==> src/bsd_pkg.sv <==
// Function
// - Skew is biased offset A minus biased offset B, swapped when side select high.
// - Drift is 12000 minus half the sum of both biased offsets.
// - Computed skew drives the signed skew output continuously.
// - Computed drift drives the signed drift output continuously.
// - Drift loop sets skew setpoint; skew loop corrects speed reference difference.
// - Sway combination input selects mode and may change at run time.
// - Standalone mode forwards requested ramp times so drives do the ramping.
// - Sway combination mode forces both ramp outputs to the shortest ramp time.
// - Enable low passes speed, ramps and directions unchanged to both drives.
// - Standalone mode rewrites speeds and ramps for both drives every cycle.
// - Alarm clears on rising clear edge only once its cause has gone.
package bsd_pkg;

  // ----------------------------------------------------------------
  // Widths and constants
  // ----------------------------------------------------------------
  localparam int unsigned         WORD_W      = 16;
  localparam int unsigned         CALC_W      = 20;
  localparam int unsigned         GAIN_W      = 16;
  localparam int unsigned         GAIN_FRAC   = 8;
  localparam logic signed [19:0]  SENSOR_BIAS = 20'sd12000;
  localparam logic [15:0]         RAMP_MIN    = 16'h0000;
  localparam logic signed [15:0]  OUT_MAX     = 16'sh7FFF;
  localparam logic signed [15:0]  OUT_MIN     = -16'sh8000;
  localparam logic [15:0]         SPD_ZERO    = 16'h0000;

  // Command to one drive
  typedef struct packed {
    logic [15:0] speed;
    logic [15:0] acc;
    logic [15:0] dec;
  } bsd_drive_cmd_t;

  // Sensor readings and commissioned centers
  typedef struct packed {
    logic [15:0] a;
    logic [15:0] b;
    logic [15:0] a_center;
    logic [15:0] b_center;
  } bsd_sensor_t;

  // Mode states
  typedef enum logic [2:0] {
    BSD_FALLBACK   = 3'b001,
    BSD_STANDALONE = 3'b010,
    BSD_SWAY       = 3'b100
  } bsd_mode_t;

endpackage

==> src/bsd_geometry.sv <==
`timescale 1ns/10ps
`default_nettype none
module bsd_geometry
  import bsd_pkg::*;
(
  input  wire logic               ref_clk_in,
  input  wire logic               rst_n_in,
  input  wire bsd_sensor_t        sensor_in,
  input  wire logic               sensor_side_select_in,
  output logic signed [15:0]      skew_out,
  output logic signed [15:0]      drift_out
);

  // ----------------------------------------------------------------
  // Arithmetic helpers
  // ----------------------------------------------------------------
  // Biased offset, 20 bits covers 0..65535 spans without wrap
  function automatic logic signed [19:0] biased(input logic [15:0] rd,
                                                input logic [15:0] ctr);
    biased = $signed({4'h0, rd}) - $signed({4'h0, ctr}) + SENSOR_BIAS;
  endfunction

  function automatic logic signed [15:0] sat16(input logic signed [19:0] v);
    if (v > 20'(OUT_MAX))
      sat16 = OUT_MAX;
    else if (v < 20'(OUT_MIN))
      sat16 = OUT_MIN;
    else
      sat16 = v[15:0];
  endfunction

  typedef struct packed {
    logic signed [15:0] skew;
    logic signed [15:0] drift;
  } bsd_geo_state_t;

  bsd_geo_state_t st_reg;
  bsd_geo_state_t st_next;
  logic signed [19:0] off_a;
  logic signed [19:0] off_b;
  logic signed [20:0] sum_ab;
  logic signed [20:0] drift_w;

  // ----------------------------------------------------------------
  // Skew and drift
  // ----------------------------------------------------------------
  always_comb begin
    off_a   = biased(sensor_in.a, sensor_in.a_center);
    off_b   = biased(sensor_in.b, sensor_in.b_center);
    sum_ab  = 21'(off_a) + 21'(off_b);
    drift_w = 21'(SENSOR_BIAS) - (sum_ab >>> 1);
    st_next = st_reg;
    if (!sensor_side_select_in)
      st_next.skew = sat16(off_a - off_b);
    else
      st_next.skew = sat16(off_b - off_a);
    // Sum of two 20-bit offsets halved fits 20 bits
    st_next.drift = sat16(drift_w[19:0]);
  end

  always_ff @(posedge ref_clk_in) begin
    if (!rst_n_in)
      st_reg <= '0;
    else
      st_reg <= st_next;
  end

  assign skew_out  = st_reg.skew;
  assign drift_out = st_reg.drift;

  // Flipping side select with steady sensors negates skew; skip saturated ends
  AST_SKEW_SIGN: assert property (@(posedge ref_clk_in) disable iff (!rst_n_in)
    $past(rst_n_in) && $stable(sensor_in) && $changed(sensor_side_select_in)
    && skew_out != OUT_MAX && skew_out != OUT_MIN |=> skew_out == -$past(skew_out))
    else $error("skew did not flip with side select");
  AST_DRIFT_CENTER: assert property (@(posedge ref_clk_in) disable iff (!rst_n_in)
    sensor_in.a == sensor_in.a_center && sensor_in.b == sensor_in.b_center
    |=> drift_out == 16'sh0000)
    else $error("drift wrong at centered sensors");

endmodule
`default_nettype wire

==> src/bsd_top.sv <==
`timescale 1ns/10ps
`default_nettype none
module bsd_top
  import bsd_pkg::*;
(
  input  wire logic               ref_clk_in,
  input  wire logic               rst_n_in,
  input  wire logic               block_enable_in,
  input  wire logic               sway_combo_select_in,
  input  wire logic               sensor_side_select_in,
  input  wire logic               drive_fwd_in,
  input  wire logic               drive_rev_in,
  input  wire logic [15:0]        speed_ref_in,
  input  wire logic [15:0]        accel_time_in,
  input  wire logic [15:0]        decel_time_in,
  input  wire bsd_sensor_t        sensor_in,
  input  wire logic [15:0]        drift_gain_in,
  input  wire logic [15:0]        skew_gain_in,
  input  wire logic [15:0]        correction_max_in,
  input  wire logic [15:0]        skew_max_in,
  input  wire logic [15:0]        drift_max_in,
  input  wire logic               alarm_clear_in,
  output logic                    enable_out,
  output logic                    drive_fwd_out,
  output logic                    drive_rev_out,
  output bsd_drive_cmd_t          drive1_cmd_out,
  output bsd_drive_cmd_t          drive2_cmd_out,
  output logic signed [15:0]      skew_actual_out,
  output logic signed [15:0]      drift_actual_out,
  output logic                    alarm_flag_out,
  output bsd_mode_t               mode_out
);

  // ----------------------------------------------------------------
  // State
  // ----------------------------------------------------------------
  typedef struct packed {
    bsd_mode_t      mode;
    bsd_drive_cmd_t d1;
    bsd_drive_cmd_t d2;
    logic           fwd;
    logic           rev;
    logic           en;
    logic           alarm;
    logic           clr_prev;
  } bsd_top_state_t;

  bsd_top_state_t     st_reg;
  bsd_top_state_t     st_next;
  logic signed [15:0] skew_w;
  logic signed [15:0] drift_w;
  logic signed [35:0] skew_sp;
  logic signed [35:0] skew_err;
  logic signed [35:0] corr_raw;
  logic signed [17:0] corr;
  logic signed [17:0] half;
  logic signed [18:0] sp1;
  logic signed [18:0] sp2;
  logic               cause;

  // Fixed-point gain product, gain is unsigned Q8.8
  function automatic logic signed [35:0] gain_mul(input logic signed [35:0] v,
                                                  input logic [15:0] g);
    logic signed [52:0] p;
    p = 53'(v) * $signed({37'h0, g});
    gain_mul = p[43:8];
  endfunction

  // Clamp a wide speed to the unsigned drive range
  function automatic logic [15:0] clamp_spd(input logic signed [18:0] v);
    if (v < 19'sd0)
      clamp_spd = SPD_ZERO;
    else if (v > 19'sd65535)
      clamp_spd = 16'hFFFF;
    else
      clamp_spd = v[15:0];
  endfunction

  // ----------------------------------------------------------------
  // Skew and drift measurement
  // ----------------------------------------------------------------
  bsd_geometry u_geo (
    .ref_clk_in            (ref_clk_in),
    .rst_n_in              (rst_n_in),
    .sensor_in             (sensor_in),
    .sensor_side_select_in (sensor_side_select_in),
    .skew_out              (skew_w),
    .drift_out             (drift_w)
  );

  // ----------------------------------------------------------------
  // Correction cascade and mode handling
  // ----------------------------------------------------------------
  always_comb begin
    st_next = st_reg;
    // Outer drift loop yields the skew setpoint
    skew_sp  = gain_mul(36'(drift_w), drift_gain_in);
    skew_err = skew_sp - 36'(skew_w);
    corr_raw = gain_mul(skew_err, skew_gain_in);
    // Limit speed difference so one bogie never reverses the other
    if (corr_raw > $signed({20'h0, correction_max_in}))
      corr = $signed({2'b00, correction_max_in});
    else if (corr_raw < -$signed({20'h0, correction_max_in}))
      corr = -$signed({2'b00, correction_max_in});
    else
      corr = corr_raw[17:0];
    half = corr >>> 1;
    sp1  = $signed({3'b000, speed_ref_in}) + 19'(half);
    sp2  = $signed({3'b000, speed_ref_in}) - 19'(corr - half);
    // Mode decided every cycle so it may switch live
    if (!block_enable_in)
      st_next.mode = BSD_FALLBACK;
    else if (sway_combo_select_in)
      st_next.mode = BSD_SWAY;
    else
      st_next.mode = BSD_STANDALONE;
    st_next.en  = block_enable_in;
    st_next.fwd = drive_fwd_in;
    st_next.rev = drive_rev_in;
    unique case (st_next.mode)
      BSD_FALLBACK: begin
        // Pass straight through, no correction
        st_next.d1 = '{speed_ref_in, accel_time_in, decel_time_in};
        st_next.d2 = '{speed_ref_in, accel_time_in, decel_time_in};
      end
      BSD_STANDALONE: begin
        // Rewritten every cycle; drives ramp themselves
        st_next.d1 = '{clamp_spd(sp1), accel_time_in, decel_time_in};
        st_next.d2 = '{clamp_spd(sp2), accel_time_in, decel_time_in};
      end
      BSD_SWAY: begin
        st_next.d1 = '{clamp_spd(sp1), RAMP_MIN, RAMP_MIN};
        st_next.d2 = '{clamp_spd(sp2), RAMP_MIN, RAMP_MIN};
      end
    endcase
    // Alarm latches on limit breach while enabled, clears only once cause is gone
    cause = (skew_w > $signed({1'b0, skew_max_in}) ||
             -skew_w > $signed({1'b0, skew_max_in}) ||
             drift_w > $signed({1'b0, drift_max_in}) ||
             -drift_w > $signed({1'b0, drift_max_in})) && block_enable_in;
    st_next.clr_prev = alarm_clear_in;
    if (cause)
      st_next.alarm = 1'b1;
    else if (alarm_clear_in && !st_reg.clr_prev)
      st_next.alarm = 1'b0;
  end

  always_ff @(posedge ref_clk_in) begin
    if (!rst_n_in)
      st_reg <= '{mode: BSD_FALLBACK, default: '0};
    else
      st_reg <= st_next;
  end

  // ----------------------------------------------------------------
  // Outputs
  // ----------------------------------------------------------------
  assign skew_actual_out  = skew_w;
  assign drift_actual_out = drift_w;
  assign drive1_cmd_out   = st_reg.d1;
  assign drive2_cmd_out   = st_reg.d2;
  assign drive_fwd_out    = st_reg.fwd;
  assign drive_rev_out    = st_reg.rev;
  assign enable_out       = st_reg.en;
  assign alarm_flag_out   = st_reg.alarm;
  assign mode_out         = st_reg.mode;

  // ----------------------------------------------------------------
  // Checks
  // ----------------------------------------------------------------
  AST_SWAY_RAMPS: assert property (@(posedge ref_clk_in) disable iff (!rst_n_in)
    block_enable_in && sway_combo_select_in |=> drive1_cmd_out.acc == RAMP_MIN
    && drive2_cmd_out.dec == RAMP_MIN && drive1_cmd_out.dec == RAMP_MIN)
    else $error("sway ramps not minimal");
  AST_STANDALONE_RAMPS: assert property (@(posedge ref_clk_in) disable iff (!rst_n_in)
    block_enable_in && !sway_combo_select_in |=> drive1_cmd_out.acc == $past(accel_time_in)
    && drive2_cmd_out.dec == $past(decel_time_in))
    else $error("standalone ramps not forwarded");
  AST_FALLBACK_PASS: assert property (@(posedge ref_clk_in) disable iff (!rst_n_in)
    !block_enable_in |=> drive1_cmd_out.speed == $past(speed_ref_in)
    && drive2_cmd_out.speed == $past(speed_ref_in) && drive_fwd_out == $past(drive_fwd_in))
    else $error("fallback did not pass through");
  AST_MODE_SWITCH: assert property (@(posedge ref_clk_in) disable iff (!rst_n_in)
    block_enable_in ##1 block_enable_in && $changed(sway_combo_select_in)
    |=> $changed(mode_out))
    else $error("mode did not follow sway select");
  // Equal offsets on both sensors must read as zero skew on the pin
  AST_SKEW_OUT: assert property (@(posedge ref_clk_in) disable iff (!rst_n_in)
    17'(sensor_in.a) - 17'(sensor_in.a_center) == 17'(sensor_in.b) - 17'(sensor_in.b_center)
    |=> skew_actual_out == 16'sh0000)
    else $error("skew output not zero for matched offsets");
  // Drift ignores the mounting side, so a side flip leaves it alone
  AST_DRIFT_OUT: assert property (@(posedge ref_clk_in) disable iff (!rst_n_in)
    $past(rst_n_in) && $stable(sensor_in) && $changed(sensor_side_select_in)
    |=> $stable(drift_actual_out))
    else $error("drift output moved with side select");
  AST_ALARM_HOLD: assert property (@(posedge ref_clk_in) disable iff (!rst_n_in)
    alarm_flag_out && !(alarm_clear_in && !st_reg.clr_prev) |=> alarm_flag_out)
    else $error("alarm dropped without clear edge");
  AST_CORR_SPLIT: assert property (@(posedge ref_clk_in) disable iff (!rst_n_in)
    block_enable_in && corr == 18'sd0 && speed_ref_in < 16'hFF00
    |=> drive1_cmd_out.speed == drive2_cmd_out.speed)
    else $error("speeds differ with no correction");
  AST_EVERY_CYCLE: assert property (@(posedge ref_clk_in) disable iff (!rst_n_in)
    block_enable_in && !sway_combo_select_in && $changed(accel_time_in)
    |=> $changed(drive2_cmd_out.acc))
    else $error("ramp not rewritten");
  // Clamping to the drive range can only shrink the speed gap
  AST_CORR_LIMIT: assert property (@(posedge ref_clk_in) disable iff (!rst_n_in)
    1'b1 |=> (17'(drive1_cmd_out.speed) - 17'(drive2_cmd_out.speed)
              <= 17'($past(correction_max_in)))
      || (17'(drive2_cmd_out.speed) - 17'(drive1_cmd_out.speed)
              <= 17'($past(correction_max_in))))
    else $error("speed difference above correction limit");
  AST_ALARM_SET: assert property (@(posedge ref_clk_in) disable iff (!rst_n_in)
    cause |=> alarm_flag_out)
    else $error("alarm not raised on cause");
  AST_ALARM_CLEAR: assert property (@(posedge ref_clk_in) disable iff (!rst_n_in)
    alarm_flag_out && !cause && alarm_clear_in && !st_reg.clr_prev |=> !alarm_flag_out)
    else $error("alarm not cleared on clear edge");
  AST_DIR_PASS: assert property (@(posedge ref_clk_in) disable iff (!rst_n_in)
    1'b1 |=> drive_rev_out == $past(drive_rev_in) && enable_out == $past(block_enable_in))
    else $error("direction or enable not passed through");

endmodule
`default_nettype wire

==> config.mk <==
export PLATFORM = sky130hd
export DESIGN_NAME = bsd_top
export DESIGN_NICKNAME = d
export VERILOG_FILES = /design/src/bsd_pkg.sv /design/src/bsd_geometry.sv /design/src/bsd_top.sv
export SDC_FILE = /design/constraint.sdc
export NUM_CORES = 2
export LEC_CHECK = 0
export BUFFER_PORTS_ARGS = -buffer_cell sky130_fd_sc_hd__buf_2
export CAP_MARGIN = 30
export CORE_AREA = 2 2 339 341
export DETAILED_ROUTE_END_ITERATION = 10
export DIE_AREA = 0 0 341 343
export GPL_TIMING_DRIVEN = 0
export HOLD_SLACK_MARGIN = 0.15
export SLEW_MARGIN = 5
export SYNTH_ARGS = -nofsm -noshare
export SYNTH_HDL_FRONTEND = slang
export SYNTH_SLANG_ARGS = --single-unit
==> constraint.sdc <==
create_clock -name ref_clk_in -period 53.2 [get_ports ref_clk_in]
set_input_delay 0 -clock ref_clk_in [delete_from_list [all_inputs] [get_ports ref_clk_in]]
set_output_delay 0 -clock ref_clk_in [all_outputs]
set_load 0.01 [all_outputs]
==> out/results.tsv <==
metric	value	unit
status	finished, final reports clean	
Post-synth EDFFs	0	
global-route wire length before repair	198	mm
Crit Path Class	reg -> reg	
largest net degree at the start of global routing	19	
Placer Congestion	0.947	
CP max stage cell	xor2_1	
final setup TNS	0	ns
die width	341	um
fin. max-slew vios	0	
Post-route DRC	0	
overall routing resource usage	21.7	%
initial DRC count	2241	
Hold Vio Cnt, Final	0	
Mapped Area	39400	um2
Synth async-reset ratio	0	%
Initial Util	34.7	%
area fraction of the dominant cell type after synthesis	31.1	%
DP HPWL	110	mm
Worst-path clk slew	0.07	ns
#FFs+latches synth	104	
Antenna Nets Post-Route	0	
fin crit share	43.4	%
Slew HR	28.6	%
slew at the pin closest to its max-slew limit	1.06	ns
Post-CTS Setup Inserts	0	
Worst Setup End Kind	flip-flop	
clk buf depth	2	
sequential area share after synthesis	5.29	%
Detailed Routing Iterations Pass 1	5	
total grt overflow	0	
CTS tree	done	
H-tree depth	3	
I/O Pins	335	
Synth-to-Final Area Change	11.4	%
vias in the first global route	34700	
syn avg cell area	8.35	um2
top cells by area, synth	fa_1 31%, ha_1 15%, inv_1 9.1%	
share of layout cells above drive strength 1	10.4	%
Clock Skew	0.0205	ns
ys flop type	dfxtp_1	
final setup fails	0	
PortBufs	330	
fmax	43.3	MHz
initial antenna violation count	24	
Num CTS Buffers	9	
vias per cell	4.98	
clock root cell	clkbuf_16	
worst-path fanout max	10	
nets	6422	
Synth Warn #	0	
Clock Latency Late Sink	0.38	ns
post-layout min period	23.07	ns
Hold Crit Class	in -> reg	
Crit path largest cell delay	0.79	ns
Avg WL per Cell	18.8	um
max FFs per register	48	
Worst EP required	53.50	ns
Max Cap Viol	0	
Post-Syn Instances	4719	
startpoint types	flip-flop	
Yosys top cell by area	fa_1	
die area	117000	um2
syn nets	6017	
WP data arrival	23.37	ns
core region area	113000	um2
via count	33100	
final wirelength	125	mm
critical path's most frequent cell	fa_1	
Sink Count	104	
unique cell type count in the Yosys netlist	95	
RSZ-0062 raised after global routing	no	
Die Y	343	um
number of core rows	124	
## worst max-delay path: cells and delay by family (launching register included)
| family | cells | cell delay [ns] |
|---|---|---|
| buffers and inverters | 14 | 2.95 |
| adders and majority gates | 18 | 8.18 |
| AOI/OAI and AO/OA | 35 | 8.26 |
| and+or+nand+nor | 9 | 1.75 |
| xor gates and xnor gates | 3 | 1.10 |
| DFF | 1 | 0.73 |
## logic make-up (layout without fill, tap and decap cells)
logic type                 count (synthesis)  after routing  share of synthesized area [%]
adders and majority gates               1104           1104                           46.7
AOI/OAI and AO/OA                        717            717                           12.5
xor gates and xnor gates                 261            261                           5.80
other                                      0              2                              0
DFF                                      104            104                           5.29
and+or+nand+nor                         1289           1289                           16.6
buffers and inverters                   1231           1641                           12.7
muxes                                     13             13                          0.378
## synth_stat cells (15+ instances only)
| library cell | n |
|---|---|
| a211oi_1 | 19 |
| a21boi_0 | 20 |
| a21o_1 | 85 |
| a21oi_1 | 169 |
| a221o_1 | 18 |
| a31oi_1 | 19 |
| and2_1 | 377 |
| and3_1 | 17 |
| buf_4 | 99 |
| clkbuf_1 | 151 |
| dfxtp_1 | 104 |
| fa_1 | 611 |
| ha_1 | 487 |
| inv_1 | 955 |
| nand2_1 | 413 |
| nand2b_1 | 30 |
| nand3_1 | 49 |
| nand4_1 | 28 |
| nor2_1 | 179 |
| nor2b_1 | 46 |
| nor3_1 | 60 |
| o211a_1 | 17 |
| o21a_1 | 47 |
| o21ai_0 | 140 |
| o21bai_1 | 29 |
| o221a_2 | 16 |
| or2_2 | 15 |
| or3_1 | 22 |
| xnor2_1 | 193 |
| xor2_1 | 68 |
## cell usage in the layout (no fill, tap or decap), types with 10 or more instances in the layout
cell,Yosys,routed
a21oi_1,169,169
a21boi_0,20,20
nor3_1,60,60
o21bai_1,29,29
o211a_1,17,17
or3_1,22,22
dlygate4sd3_1,0,55
clkbuf_1,151,152
o31ai_1,13,13
nand3_1,49,49
a221o_1,18,18
o21ai_0,140,140
a31oi_1,19,19
inv_1,955,955
fa_1,611,611
buf_2,6,336
xnor2_1,193,193
and2_1,377,377
o21a_1,47,47
a211oi_1,19,19
buf_4,99,106
o211ai_1,13,13
nor4_1,11,11
nand2b_1,30,30
or2_2,15,15
nor2_1,179,179
a21o_1,85,85
ha_1,487,487
inv_2,10,10
nor2b_1,46,46
nand4_1,28,28
o221a_2,16,16
xor2_1,68,68
and3_1,17,17
dfxtp_1,104,104
nand2_1,413,413
## through the flow
| step | hold WS (ns) | utilization (%) | area (um2) | setup slack [ns] | cells |
|---|---|---|---|---|---|
| 2_1_floorplan | 0.0724 | - | 39400 | 34.01 | 4719 |
| 3_3_place_gp | 0.201 | 37.9 | 42900 | 29.18 | 6561 |
| 3_5_place_dp | 0.204 | 37.9 | 43000 | 30.06 | 6568 |
| 4_1_cts | 0.177 | 38.7 | 43900 | 29.96 | 6639 |
| 5_1_grt | 0.194 | 38.7 | 43900 | 28.61 | 6641 |
| 6_report | 0.190 | 38.7 | 43900 | 30.13 | 6643 |
## final timing paths
path	start	endpoint	slack, ns	depth (start not counted)
hold / removal	skew_max_in[15]	alarm_flag_out	0.19	5
setup reg to reg	u_geo.drift_out[15]	drive2_cmd_out[33]	30.13	79
hold reg to reg	alarm_flag_out	alarm_flag_out	0.56	2
setup / recovery	u_geo.drift_out[15]	drive2_cmd_out[33]	30.13	79
## area by class of cell
class / instances / area, um2
buffer: 261 / 1370
inverter: 970 / 3640
tap: 1512 / 1890
clock buffer: 10 / 229
multi-input combinational: 3384 / 32300
sequential: 104 / 2080
antenna: 2 / 5.00
timing repair buffer: 394 / 2270
clock inverter: 6 / 72.6
fill: 11600 / 69500
## layer usage
metal	track usage, %	vias up	share of wire (%)
met5	0	-	0.15
met4	6.39	32	3.2
met3	3.32	218	6.1
met2	35.5	965	46
met1	29.7	16200	44
li1	-	15600	-
## repair_timing
item                                   4_1_cts  5_1_grt
endpoints found under the hold margin       74        0
hold buffers                                55        0
resized for setup                            0        0
Power is not shown: default switching activity piles up to over one toggle a cycle in this logic, so the estimate is an artifact.
